**src/core/int_prio_pkg.sv**
```systemverilog
// package: register map, field layout and constants of the interrupt priority resolver
package int_prio_pkg;

	// ------------------------------------------------------------------
	// register word indices (printed offsets are not multiples of four,
	// so each offset is an index and the byte address is four times it)
	// ------------------------------------------------------------------
	localparam logic [7:0] IDX_PRIO_LOW = 8'ha9;
	localparam logic [7:0] IDX_PRIO_HIGH = 8'hb9;
	localparam logic [7:0] IDX_FLAGS_FIVE = 8'he8;
	localparam logic [7:0] IDX_INT_STATUS = 8'hf0;
	localparam logic [7:0] IDX_INT_MASK = 8'hf1;
	localparam logic [7:0] IDX_SERVICE = 8'hf2;
	localparam logic [7:0] IDX_PENDING_LO = 8'hf3;
	localparam logic [7:0] IDX_PENDING_HI = 8'hf4;

	// ------------------------------------------------------------------
	// field layout and reset values
	// ------------------------------------------------------------------
	localparam int NUM_GROUPS = 6;
	localparam int NUM_SOURCES = 18;
	localparam int NUM_FLAGS = 5;
	localparam logic [5:0] PRIO_RESET = 6'h00;
	localparam logic [4:0] FLAGS_RESET = 5'h00;
	localparam int FLAG_WATCHDOG = 4;
	localparam int FLAG_PORT_ONE = 3;
	localparam int FLAG_SERIAL_B_TX = 2;
	localparam int FLAG_SERIAL_A_TX = 1;
	localparam int FLAG_PORT_TWO = 0;
	// interrupt numbers held in cpu_int_flags_five, by flag bit
	localparam int SRC_PORT_TWO = 6;
	localparam int SRC_SERIAL_A_TX = 7;
	localparam int SRC_SERIAL_B_TX = 14;
	localparam int SRC_PORT_ONE = 15;
	localparam int SRC_WATCHDOG = 17;

	// status bits of the block's own event register
	localparam int EV_TAKEN = 0;
	localparam int EV_PREEMPT = 1;
	localparam int EV_RETURN = 2;
	localparam logic [2:0] EV_RESET = 3'h0;

	localparam logic [4:0] NO_SOURCE = 5'h1f;
	localparam logic [31:0] UNMAPPED_DATA = 32'h0000_0000;

endpackage

```
**src/core/interrupt_priority_resolver.sv**
```systemverilog
// interrupt priority resolver: level registers, flag register, nesting and bus slave
// ------------------------------------------------------------------
// Overview of operation
// - six groups, levels only from two registers
// - four levels, all groups lowest after reset
// - high register bits 5:0 give upper bit
// - low register bits 5:0 give lower bit
// - in-service level blocks lower or equal requests
// - equal levels resolved by fixed polling order
// - poll order 0,16,8,1,9,2,...,15,17; first wins
// - fixed membership of interrupts in six groups
// - flag five register bit layout, 7:5 unused
// - flags read pending, software writable, reset zero
// ------------------------------------------------------------------
//
// Added by the designer: the Avalon-MM slave port.
`timescale 1ns/1ps
module interrupt_priority_resolver (
	// clock and reset
	input wire logic clock_i,
	input wire logic rstn_i,
	// avalon-mm slave
	input wire logic [9:0] avs_address_i,
	input wire logic avs_read_i,
	input wire logic avs_write_i,
	input wire logic [31:0] avs_writedata_i,
	input wire logic [3:0] avs_byteenable_i,
	output logic [31:0] avs_readdata_o,
	output logic avs_waitrequest_o,
	// source pulses, same clock
	input wire logic [17:0] src_req_i,
	// cpu handshake
	input wire logic cpu_ack_i,
	input wire logic cpu_reti_i,
	output logic cpu_int_req_o,
	output logic [4:0] cpu_int_num_o,
	// status interrupt
	output logic irq_o
);

	// ------------------------------------------------------------------
	// state
	// ------------------------------------------------------------------
	logic [5:0] prio_low_q, prio_low_d;
	logic [5:0] prio_high_q, prio_high_d;
	logic [4:0] flags_q, flags_d;
	logic [12:0] pend_other_q, pend_other_d;
	logic [3:0] active_q, active_d;
	logic [2:0] ev_q, ev_d;
	logic [2:0] mask_q, mask_d;
	logic [31:0] rdata_q, rdata_d;
	logic ack_phase_q, ack_phase_d;
	logic req_q, req_d;
	logic [4:0] num_q, num_d;
	logic irq_q, irq_d;
	logic [1:0] lvl_q, lvl_d;

	typedef enum logic [1:0] {
		BUS_IDLE = 2'b00,
		BUS_ANSWER = 2'b01
	} bus_state_e;
	bus_state_e bus_q, bus_d;

	logic [17:0] pending;
	logic [11:0] group_level;
	logic win_valid;
	logic [4:0] win_num;
	logic [1:0] win_level;
	logic [1:0] cur_level;
	logic cur_any;
	logic eligible;
	logic [17:0] take;
	logic taken;
	logic returned;

	// ------------------------------------------------------------------
	// number mapping shared by the set and the clear of pending sources
	// ------------------------------------------------------------------
	// flag five bits of a vector indexed by interrupt number
	function automatic logic [4:0] flags_of(input logic [17:0] v);
		logic [4:0] f;
		f = '0;
		f[int_prio_pkg::FLAG_PORT_TWO] = v[int_prio_pkg::SRC_PORT_TWO];
		f[int_prio_pkg::FLAG_SERIAL_A_TX] = v[int_prio_pkg::SRC_SERIAL_A_TX];
		f[int_prio_pkg::FLAG_SERIAL_B_TX] = v[int_prio_pkg::SRC_SERIAL_B_TX];
		f[int_prio_pkg::FLAG_PORT_ONE] = v[int_prio_pkg::SRC_PORT_ONE];
		f[int_prio_pkg::FLAG_WATCHDOG] = v[int_prio_pkg::SRC_WATCHDOG];
		return f;
	endfunction

	// the thirteen other sources, packed low numbers first
	function automatic logic [12:0] others_of(input logic [17:0] v);
		return {v[16], v[13:8], v[5:0]};
	endfunction

	// ------------------------------------------------------------------
	// pending vector and group levels
	// ------------------------------------------------------------------
	// flags five sit at their interrupt numbers, the rest are kept internally
	always_comb begin
		pending = '0;
		pending[5:0] = pend_other_q[5:0];
		pending[13:8] = pend_other_q[11:6];
		pending[16] = pend_other_q[12];
		pending[int_prio_pkg::SRC_PORT_TWO] = flags_q[int_prio_pkg::FLAG_PORT_TWO];
		pending[int_prio_pkg::SRC_SERIAL_A_TX] = flags_q[int_prio_pkg::FLAG_SERIAL_A_TX];
		pending[int_prio_pkg::SRC_SERIAL_B_TX] = flags_q[int_prio_pkg::FLAG_SERIAL_B_TX];
		pending[int_prio_pkg::SRC_PORT_ONE] = flags_q[int_prio_pkg::FLAG_PORT_ONE];
		pending[int_prio_pkg::SRC_WATCHDOG] = flags_q[int_prio_pkg::FLAG_WATCHDOG];
	end

	// level = {upper, lower} per group, taken only from the two registers
	always_comb begin
		group_level = '0;
		for (int g = 0; g < int_prio_pkg::NUM_GROUPS; g++) begin
			group_level[2*g +: 2] = {prio_high_q[g], prio_low_q[g]};
		end
	end

	prio_select u_select (
		.req_i(pending),
		.group_level_i(group_level),
		.valid_o(win_valid),
		.num_o(win_num),
		.level_o(win_level)
	);

	// highest active level; one active bit per level gives nesting
	always_comb begin
		cur_any = |active_q;
		cur_level = 2'h0;
		for (int l = 0; l < 4; l++) begin
			if (active_q[l]) begin
				cur_level = 2'(l);
			end
		end
		eligible = win_valid && (!cur_any || win_level > cur_level);
	end

	// ------------------------------------------------------------------
	// bus slave: one wait cycle, answer on the second edge
	// ------------------------------------------------------------------
	logic [7:0] idx;
	logic wr_hit, rd_hit;
	assign idx = avs_address_i[9:2];
	assign wr_hit = (bus_q == BUS_ANSWER) && avs_write_i && avs_byteenable_i[0];
	assign rd_hit = (bus_q == BUS_ANSWER) && avs_read_i;

	always_comb begin
		bus_d = bus_q;
		rdata_d = rdata_q;
		unique case (bus_q)
			BUS_IDLE: begin
				if (avs_read_i || avs_write_i) begin
					bus_d = BUS_ANSWER;
					rdata_d = int_prio_pkg::UNMAPPED_DATA;
					unique case (idx)
						int_prio_pkg::IDX_PRIO_LOW: rdata_d = {26'h0, prio_low_q};
						int_prio_pkg::IDX_PRIO_HIGH: rdata_d = {26'h0, prio_high_q};
						int_prio_pkg::IDX_FLAGS_FIVE: rdata_d = {27'h0, flags_q};
						int_prio_pkg::IDX_INT_STATUS: rdata_d = {29'h0, ev_q};
						int_prio_pkg::IDX_INT_MASK: rdata_d = {29'h0, mask_q};
						int_prio_pkg::IDX_SERVICE: rdata_d = {23'h0, num_q, active_q};
						int_prio_pkg::IDX_PENDING_LO: rdata_d = {24'h0, pending[7:0]};
						int_prio_pkg::IDX_PENDING_HI: rdata_d = {22'h0, pending[17:8]};
						default: rdata_d = int_prio_pkg::UNMAPPED_DATA;
					endcase
				end
			end
			BUS_ANSWER: bus_d = BUS_IDLE;
			default: bus_d = BUS_IDLE;
		endcase
	end

	// bus state and the registered answer
	always_ff @(posedge clock_i or negedge rstn_i) begin
		if (!rstn_i) begin
			bus_q <= BUS_IDLE;
			rdata_q <= '0;
		end else begin
			bus_q <= bus_d;
			rdata_q <= rdata_d;
		end
	end

	// ------------------------------------------------------------------
	// level and mask registers
	// ------------------------------------------------------------------
	// a write lands only with the low byte enabled
	always_comb begin
		prio_low_d = prio_low_q;
		prio_high_d = prio_high_q;
		mask_d = mask_q;
		if (wr_hit) begin
			unique case (idx)
				int_prio_pkg::IDX_PRIO_LOW: prio_low_d = avs_writedata_i[5:0];
				int_prio_pkg::IDX_PRIO_HIGH: prio_high_d = avs_writedata_i[5:0];
				int_prio_pkg::IDX_INT_MASK: mask_d = avs_writedata_i[2:0];
				default: ;
			endcase
		end
	end

	// all groups start at the lowest level
	always_ff @(posedge clock_i or negedge rstn_i) begin
		if (!rstn_i) begin
			prio_low_q <= int_prio_pkg::PRIO_RESET;
			prio_high_q <= int_prio_pkg::PRIO_RESET;
			mask_q <= int_prio_pkg::EV_RESET;
		end else begin
			prio_low_q <= prio_low_d;
			prio_high_q <= prio_high_d;
			mask_q <= mask_d;
		end
	end

	// ------------------------------------------------------------------
	// pending sources
	// ------------------------------------------------------------------
	assign taken = req_q && cpu_ack_i;
	assign take = 18'h1 << num_q;

	// write, then the taken source leaves, then pulses set: a pulse always wins
	always_comb begin
		flags_d = flags_q;
		pend_other_d = pend_other_q;
		if (wr_hit && idx == int_prio_pkg::IDX_FLAGS_FIVE) begin
			flags_d = avs_writedata_i[4:0];
		end
		if (taken) begin
			flags_d = flags_d & ~flags_of(take);
			pend_other_d = pend_other_d & ~others_of(take);
		end
		flags_d = flags_d | flags_of(src_req_i);
		pend_other_d = pend_other_d | others_of(src_req_i);
	end

	// nothing pending after reset
	always_ff @(posedge clock_i or negedge rstn_i) begin
		if (!rstn_i) begin
			flags_q <= int_prio_pkg::FLAGS_RESET;
			pend_other_q <= '0;
		end else begin
			flags_q <= flags_d;
			pend_other_q <= pend_other_d;
		end
	end

	// ------------------------------------------------------------------
	// nesting and the vector on offer
	// ------------------------------------------------------------------
	assign returned = cpu_reti_i && cur_any;

	// a return drops its level before a same-cycle take marks its own; the
	// offered level travels with the number since the winner may move on
	always_comb begin
		active_d = active_q;
		ack_phase_d = taken;
		req_d = req_q;
		num_d = num_q;
		lvl_d = lvl_q;
		if (returned) begin
			active_d[cur_level] = 1'b0; // preempted level resumes
		end
		if (taken) begin
			active_d[lvl_q] = 1'b1;
			req_d = 1'b0;
			num_d = int_prio_pkg::NO_SOURCE;
		end else if (!ack_phase_q) begin
			req_d = eligible;
			num_d = eligible ? win_num : int_prio_pkg::NO_SOURCE;
			lvl_d = win_level;
		end
	end

	// no request and no active level after reset
	always_ff @(posedge clock_i or negedge rstn_i) begin
		if (!rstn_i) begin
			active_q <= '0;
			ack_phase_q <= 1'b0;
			req_q <= 1'b0;
			num_q <= int_prio_pkg::NO_SOURCE;
			lvl_q <= 2'h0;
		end else begin
			active_q <= active_d;
			ack_phase_q <= ack_phase_d;
			req_q <= req_d;
			num_q <= num_d;
			lvl_q <= lvl_d;
		end
	end

	// ------------------------------------------------------------------
	// events and the status interrupt
	// ------------------------------------------------------------------
	// a read clears only the bits its answer carried, so a late event survives
	always_comb begin
		logic [3:0] still_active;
		still_active = active_q;
		if (returned) still_active[cur_level] = 1'b0;
		ev_d = ev_q;
		if (rd_hit && idx == int_prio_pkg::IDX_INT_STATUS) begin
			ev_d = ev_q & ~rdata_q[2:0];
		end
		if (taken) begin
			ev_d[int_prio_pkg::EV_TAKEN] = 1'b1;
			if (|still_active) ev_d[int_prio_pkg::EV_PREEMPT] = 1'b1;
		end
		if (returned) ev_d[int_prio_pkg::EV_RETURN] = 1'b1;
		irq_d = |(ev_d & mask_d);
	end

	// events cleared by reset
	always_ff @(posedge clock_i or negedge rstn_i) begin
		if (!rstn_i) begin
			ev_q <= int_prio_pkg::EV_RESET;
			irq_q <= 1'b0;
		end else begin
			ev_q <= ev_d;
			irq_q <= irq_d;
		end
	end

	// ------------------------------------------------------------------
	// outputs from flip-flops, waitrequest decoded from the bus state
	// ------------------------------------------------------------------
	assign avs_readdata_o = rdata_q;
	assign avs_waitrequest_o = (bus_q == BUS_IDLE); // low only in the answer cycle
	assign cpu_int_req_o = req_q;
	assign cpu_int_num_o = num_q;
	assign irq_o = irq_q;

endmodule

```
**src/core/prio_select.sv**
```systemverilog
// combinational pick of the winning request by level and polling order
`timescale 1ns/1ps
module prio_select (
	// requests and group levels
	input wire logic [17:0] req_i,
	input wire logic [11:0] group_level_i,
	// result
	output logic valid_o,
	output logic [4:0] num_o,
	output logic [1:0] level_o
);

	// equal-level ties go to the earlier entry of this list
	localparam logic [4:0] POLL [18] = '{5'h00, 5'h10, 5'h08, 5'h01, 5'h09, 5'h02,
		5'h0a, 5'h03, 5'h0b, 5'h04, 5'h0c, 5'h05, 5'h0d, 5'h06, 5'h07, 5'h0e,
		5'h0f, 5'h11};

	// group of an interrupt number: 0..5 map to groups 0..5, 8..13 likewise,
	// 16 and 17 to groups 0 and 5, and 6,7,14,15 to groups 1..4
	function automatic logic [2:0] group_of(input logic [4:0] n);
		logic [2:0] g;
		g = 3'h0;
		unique case (n)
			5'h06: g = 3'h1;
			5'h07: g = 3'h2;
			5'h0e: g = 3'h3;
			5'h0f: g = 3'h4;
			5'h10: g = 3'h0;
			5'h11: g = 3'h5;
			default: g = (n >= 5'h08) ? 3'(n - 5'h08) : n[2:0];
		endcase
		return g;
	endfunction

	// scan in polling order, keep only a strictly higher level
	always_comb begin
		logic [4:0] n;
		logic [2:0] g;
		logic [1:0] lv;
		n = 5'h00;
		g = 3'h0;
		lv = 2'h0;
		valid_o = 1'b0;
		num_o = int_prio_pkg::NO_SOURCE;
		level_o = 2'h0;
		for (int i = 0; i < 18; i++) begin
			n = POLL[i];
			g = group_of(n);
			lv = group_level_i[2*g +: 2];
			if (req_i[n] && (!valid_o || lv > level_o)) begin
				valid_o = 1'b1;
				num_o = n;
				level_o = lv;
			end
		end
	end

endmodule

```
**config.mk**
```make
export PLATFORM = sky130hd
export DESIGN_NAME = interrupt_priority_resolver
export DESIGN_NICKNAME = d
export VERILOG_FILES = /design/src/core/int_prio_pkg.sv /design/src/core/interrupt_priority_resolver.sv /design/src/core/prio_select.sv
export SDC_FILE = /design/constraint.sdc
export NUM_CORES = 1
export LEC_CHECK = 0
export BUFFER_PORTS_ARGS = -buffer_cell sky130_fd_sc_hd__buf_2
export CAP_MARGIN = 25
export CORE_UTILIZATION = 40
export CTS_CLUSTER_SIZE = 8
export DETAILED_ROUTE_END_ITERATION = 6
export PLACE_DENSITY_LB_ADDON = 0.05
export SETUP_SLACK_MARGIN = 0.02
export SYNTH_ARGS = -nofsm -noshare
export SYNTH_HDL_FRONTEND = slang
export SYNTH_SLANG_ARGS = --single-unit
```
**constraint.sdc**
```tcl
create_clock -name clock_i -period 27.1 [get_ports clock_i]
set_input_delay 1.355 -clock clock_i [delete_from_list [all_inputs] [get_ports clock_i]]
set_output_delay 1.355 -clock clock_i [all_outputs]
set_load 0.03 [all_outputs]
```
Yosys cells after proc, flatten, opt, wreduce, memory -nomap -nowiden
Cells that the tools add are included.
{"block": "classes", "order_cmp": 22, "n_eq_ne": 11, "n_shift": 1, "n_mux": 80, "bitwise": 14, "reduce_logical": 72}
{"operator": "$mux W5", "count": 23}
{"operator": "$pmux W10 S8", "count": 1}
{"operator": "$eq A8 B8 Y1 const B", "count": 8}
{"operator": "$mux W2", "count": 23}
{"operator": "$gt A2 B2 Y1", "count": 18}
{"operator": "$logic_and A1 B1 Y1", "count": 27}
{"operator": "$mux W1", "count": 25}
{"operator": "$logic_or A1 B1 Y1", "count": 19}
{"operator": "$logic_not A1 Y1", "count": 18}
{"operator": "$shl A1 B5 Y18 const A", "count": 1}
{"operator": "$and A13 B13 Y13", "count": 1}
{"operator": "$mux W13", "count": 1}
{"operator": "$not A13 Y13", "count": 1}
{"operator": "$or A13 B13 Y13", "count": 1}
{"operator": "$mux W3", "count": 3}
{"operator": "$mux W4", "count": 2}
{"operator": "$reduce_and A2 Y1", "count": 4}
{"operator": "$reduce_or A4 Y1", "count": 2}
{"operator": "$and A3 B3 Y3", "count": 2}
{"operator": "$lt A2 B3 Y1 const B", "count": 2}
{"operator": "$and A5 B5 Y5", "count": 1}
{"operator": "$not A5 Y5", "count": 1}
{"operator": "$or A5 B5 Y5", "count": 1}
{"operator": "$and A4 B4 Y4", "count": 1}
{"operator": "10 further kinds", "count": 14}
{"block": "totals", "register_bits": 84, "in_bits": 70, "wordCells": 214}

Logic depth before layout (Yosys ltp)
{"block": "depth", "word_depth": 75, "ltp_mapped": 115, "mapped_depth_nobuf": 113}

By module
From an unflattened synthesis, not the netlist that was laid out.
{"block": "unflattened", "hier_cells": 523, "area_unflattened_um2": 4872.2}
{"mod": "interrupt_priority_resolver", "instances": 1, "cells_per_inst": 286, "area_each_um2": 3269.4, "seq_area_each_um2": 1532.7}
{"mod": "prio_select", "instances": 1, "cells_per_inst": 237, "area_each_um2": 1602.8, "seq_area_each_um2": 0.0}

Least setup slack after synthesis
No wires, ideal clock.
{"block": "synth_timing", "path_kind": "reg2reg", "from": "register pend_other_q[0]", "to": "register num_q[0], in the netlist cpu_int_num_o[0]", "setup_ns": 0.082, "t_arrival_ns": 19.204, "slack_ns": 7.814, "path_stages_with_launch": 109, "path_buffers": 2, "cell_sequence": "dfrtp_1 nor3_2 buf_6 nor2_1 ha_1 nor2_1 maj3_1 o21ai_0 o21ai_0 ha_1 nor2_1 maj3_1 o211ai_1 and2_1 a21o_1 ha_1 nor2_1 a21oi_1 [73 not listed] o31a_1 a211oi_1 a41o_1 ha_1 nand2_1 o21ai_0 a21boi_0 or3_1 o211a_1 ha_1 nand2_1 o21ai_0 nand2_1 o211a_1 nor2b_1 nand2_1 a211oi_1 nor2_1"}
{"block": "synth_between", "elab_chain_cells": 75, "word_cells_on_any_way": 128}
{"element": "start, declared", "line": "interrupt_priority_resolver.sv:47", "text": "logic [12:0] pend_other_q, pend_other_d;"}
{"element": "start signal, assigned", "line": "interrupt_priority_resolver.sv:245", "text": "pend_other_q <= pend_other_d;"}
{"element": "$mux W2 or $mux W1 (tied branches)", "line": "prio_select.sv:50", "text": "if (req_i[n] && (!valid_o || lv > level_o)) begin"}
{"element": "$gt A2 B2 Y1 or $logic_not A1 Y1 (tied branches)", "line": "prio_select.sv:50"}
{"element": "$logic_or A1 B1 Y1", "line": "prio_select.sv:50"}
{"element": "$logic_and A1 B1 Y1", "line": "prio_select.sv:50"}
{"element": "$mux W2 or $mux W1 (tied branches)", "line": "prio_select.sv:50"}
{"element": "$gt A2 B2 Y1 or $logic_not A1 Y1 (tied branches)", "line": "prio_select.sv:50"}
{"element": "$logic_or A1 B1 Y1", "line": "prio_select.sv:50"}
{"element": "$logic_and A1 B1 Y1", "line": "prio_select.sv:50"}
{"element": "[59 not listed]"}
{"element": "$logic_and A1 B1 Y1", "line": "prio_select.sv:50"}
{"element": "$mux W2", "line": "prio_select.sv:50"}
{"element": "$gt A2 B2 Y1", "line": "interrupt_priority_resolver.sv:137", "text": "eligible = win_valid && (!cur_any || win_level > cur_level);"}
{"element": "$logic_or A1 B1 Y1", "line": "interrupt_priority_resolver.sv:137"}
{"element": "$logic_and A1 B1 Y1", "line": "interrupt_priority_resolver.sv:137"}
{"element": "$mux W5 *", "line": "interrupt_priority_resolver.sv:271", "text": "num_d = eligible ? win_num : int_prio_pkg::NO_SOURCE;"}
{"element": "$mux W5 *", "line": "interrupt_priority_resolver.sv:269", "text": "end else if (!ack_phase_q) begin"}
{"element": "$mux W5 *", "line": "interrupt_priority_resolver.sv:265", "text": "if (taken) begin"}
{"element": "end signal, assigned", "line": "interrupt_priority_resolver.sv:282", "text": "num_q <= int_prio_pkg::NO_SOURCE;"}
{"element": "end signal, assigned", "line": "interrupt_priority_resolver.sv:288", "text": "num_q <= num_d;"}
{"element": "end, declared", "line": "interrupt_priority_resolver.sv:54", "text": "logic [4:0] num_q, num_d;"}
Every way passes the cells marked *; elsewhere a longest branch is shown, timed or not. The select of a mux whose other input is x is not followed.
A chain may end at the register's enable or synchronous reset.

Worst setup path in the final report
Ends and elaborated chain as after synthesis.

==> metrics.txt <==
register bit count reported by yosys=61; Detailed Place HPWL=10,900 µm; RSZ-0062 raised after global routing=false; growth of design area from synthesis to finish=12.0%; Data required, critical path=27,370 ps; Arrival @ worst endpoint=22,750 ps; power per cell area=59.6 nW/µm²; die outline height=110 µm; Placement Cell Area=4960 µm²; maximum number of pins on one net before global-route repair=62; wire length of the first global-routing pass=22,000 µm; type of the setup path with the least slack=reg2reg; static leakage=2.36 nW; Post-Route Setup TNS=0 ps; worst-skew pair later-pin latency=340 ps; sequential area share after synthesis=32.9%; number of pins with negative max-slew slack in the final report=0; number of search-and-repair iterations in the first detailed-routing pass=5; vias per cell=5.71; final setup violation count=0; WL per Instance=19.2 µm; layout cell share with drive strength beyond 1=19.7%; number of distinct library cells after synthesis=75; synthesized instance count=542; worst-case vdd ir drop=40.9 µV; Die Outline Area=12,100 µm²; diode count=0; fmax=44.5 MHz; clk_skew=4.10 ps; Syn Area/Cell=8.59 µm²; number of top-level pins=110; input/output buffers=56; DR vias=4,214; buffer cell driving the clock tree root=clkbuf_16; GR Overflow Total=0; TritonCTS Sinks=61; type of element launching the critical path=flop; CP peak stage delay=690 ps; dominant synthesized flop cell=dfrtp_1; maximum fanout along the worst path=11; slowest cell on the critical path=nor3_2; area of all placed cells without fillers=5220 µm²; total of max-cap violations=0; NumNets Final=682; Least-Margin Pin Slew=972 ps; number of violations reported at the end of detailed-routing iteration 0=221; number of synthesis warnings=0; endpoint kind of the worst setup timing path=flop; final period utilization=83.0%; number of buffers added for setup after CTS=0; Post-Synthesis Cell Area=4660 µm²; async set or reset register ratio after synthesis=100%; top library cells by usage in the layout, fill and taps aside=nand2_1, buf_2, dfrtp_1; Final Hold Fails=0; final RePlAce weighted congestion=0.881; total wirelength of the detailed-routed design=14,200 µm; CTS hold repair buffers=0; slew margin rel.=34.6%; run status=finished clean; leading post-synthesis cells by cell area=dfrtp_1, ha_1, nand2_1; quantity of gates resized following cts=0; type of the tightest min-delay check=reg2reg; antenna violations before repair=0; remaining antenna violation count after routing=0; Most common cell on crit path=ha_1; leading cell type in the layout, fill and taps excluded=nand2_1; cell type with the highest aggregate area in the netlist=dfrtp_1; initial core utilization=41.0%; CTS tree=built; number of synthesized flops with an enable pin=0; minimum clock period after layout=22,480 ps; maximum level of the CTS H-tree=3; # rows=39; clock slew at the register clock pins of the worst setup and hold paths=60 ps; via count of the first global-routing pass=3,945; Residual DRC=0; die span in x=110 µm; area fraction of the dominant cell type after synthesis=30.1%; Core Footprint=11,400 µm²; global-route total usage across every layer=24.9%; clock buffers created by TritonCTS=9; Clock Path Buffers=2
critical path: cells and delay by family, from the launching register on:
| family | cells | cell delay [ps] |
|---|---|---|
| compound gates | 44 | 9140 |
| simple gates | 36 | 5480 |
| fa+ha+maj | 20 | 5790 |
| flops | 1 | 440 |
| buf+inv | 4 | 270 |
| mux | 4 | 1260 |
routing by layer:
| metal | global-route usage [%] | vias to the layer above | wire (µm) |
|---|---|---|---|
| met5 | 0 | - | 0 |
| met4 | 6.67 | 0 | 162 |
| met3 | 4.56 | 13 | 683 |
| met2 | 38.3 | 136 | 6340 |
| met1 | 35.7 | 2028 | 6990 |
| li1 | - | 2037 | - |
power by group:
group / total, mW / leakage (nW) / switching [mW] / internal (mW)
Combinational: 0.0790 / 1.53 / 0.0501 / 0.0289
Sequential: 0.127 / 0.703 / 0.0222 / 0.105
Clock: 0.105 / 0.125 / 0.0434 / 0.0612
cells in the mapped netlist, drive strengths merged (3+ instances only):
library cell  instances
a21boi                4
clkbuf               15
nor3b                 4
nand2b               14
mux2                 20
nor2b                 6
inv                  20
o22ai                 4
dfrtp                56
nand3                 8
ha                   21
nor3                 12
maj3                  5
a211oi                6
o32ai                 3
nor2                 44
or3                   4
and3                  4
a21o                 13
a21oi                23
o21a                  3
o21ai                54
dfstp                 5
buf                  27
and2                  7
nand2                69
mux2i                12
a22oi                 9
o31ai                 7
a22o                  5
o21bai                3
or2                   3
nor4                  8
a31oi                 4
stage by stage:
stage	utilization, %	power (mW)	hold slack (ps)	worst slack, ps	instances
finish	45.9	0.311	470	4620	738
global route	45.9	0.328	510	2410	738
CTS	45.9	0.312	477	4690	738
detailed placement	43.6	0.207	465	4740	723
global placement	43.5	0.206	453	4920	721
floorplan	-	0.180	466	7810	563
state kept, by name (all words and copies together) (netlist names):
| signal | cells |
|---|---|
| pend_other_q | 13 |
| avs_readdata_o | 10 |
| prio_high_q | 6 |
| prio_low_q | 6 |
| cpu_int_num_o | 5 |
| flags_q | 5 |
| active_q | 4 |
| ev_q | 3 |
| mask_q | 3 |
| lvl_q | 2 |
| ack_phase_q | 1 |
| bus_q | 1 |
| cpu_int_req_o | 1 |
| irq_o | 1 |
final timing paths:
path                                        start                 to  slack, ps  depth (start not counted)
worst min-delay path            avs_readdata_o[9]  avs_readdata_o[9]        470                          2
worst max-delay path              pend_other_q[0]   cpu_int_num_o[0]       4620                        108
min in group asynchronous                  rstn_i    pend_other_q[1]       1170                          2
worst max register to register    pend_other_q[0]   cpu_int_num_o[0]       4620                        108
max in group asynchronous                  rstn_i     prio_high_q[4]      25370                          2
worst min register to register  avs_readdata_o[9]  avs_readdata_o[9]        470                          2
cell type report:
cell class | instances | area (µm²)
inverter | 21 | 78.8
sequential | 61 | 1530
clock inverter | 4 | 26.3
timing repair buffer | 59 | 298
multi-input combinational | 439 | 2870
fill | 1179 | 6150
clock buffer | 11 | 233
tap | 143 | 179
logic make-up after synthesis:
| group | count (synthesis) | synth area share (%) |
|---|---|---|
| buf+inv | 63 | 7.23 |
| other cells | 1 | 0.0805 |
| fa+ha+maj | 26 | 6.72 |
| simple gates | 196 | 21.5 |
| mux | 32 | 7.57 |
| flops | 61 | 32.9 |
| compound gates | 163 | 24.0 |
No activity file was read; power rests on OpenSTA's default activity.
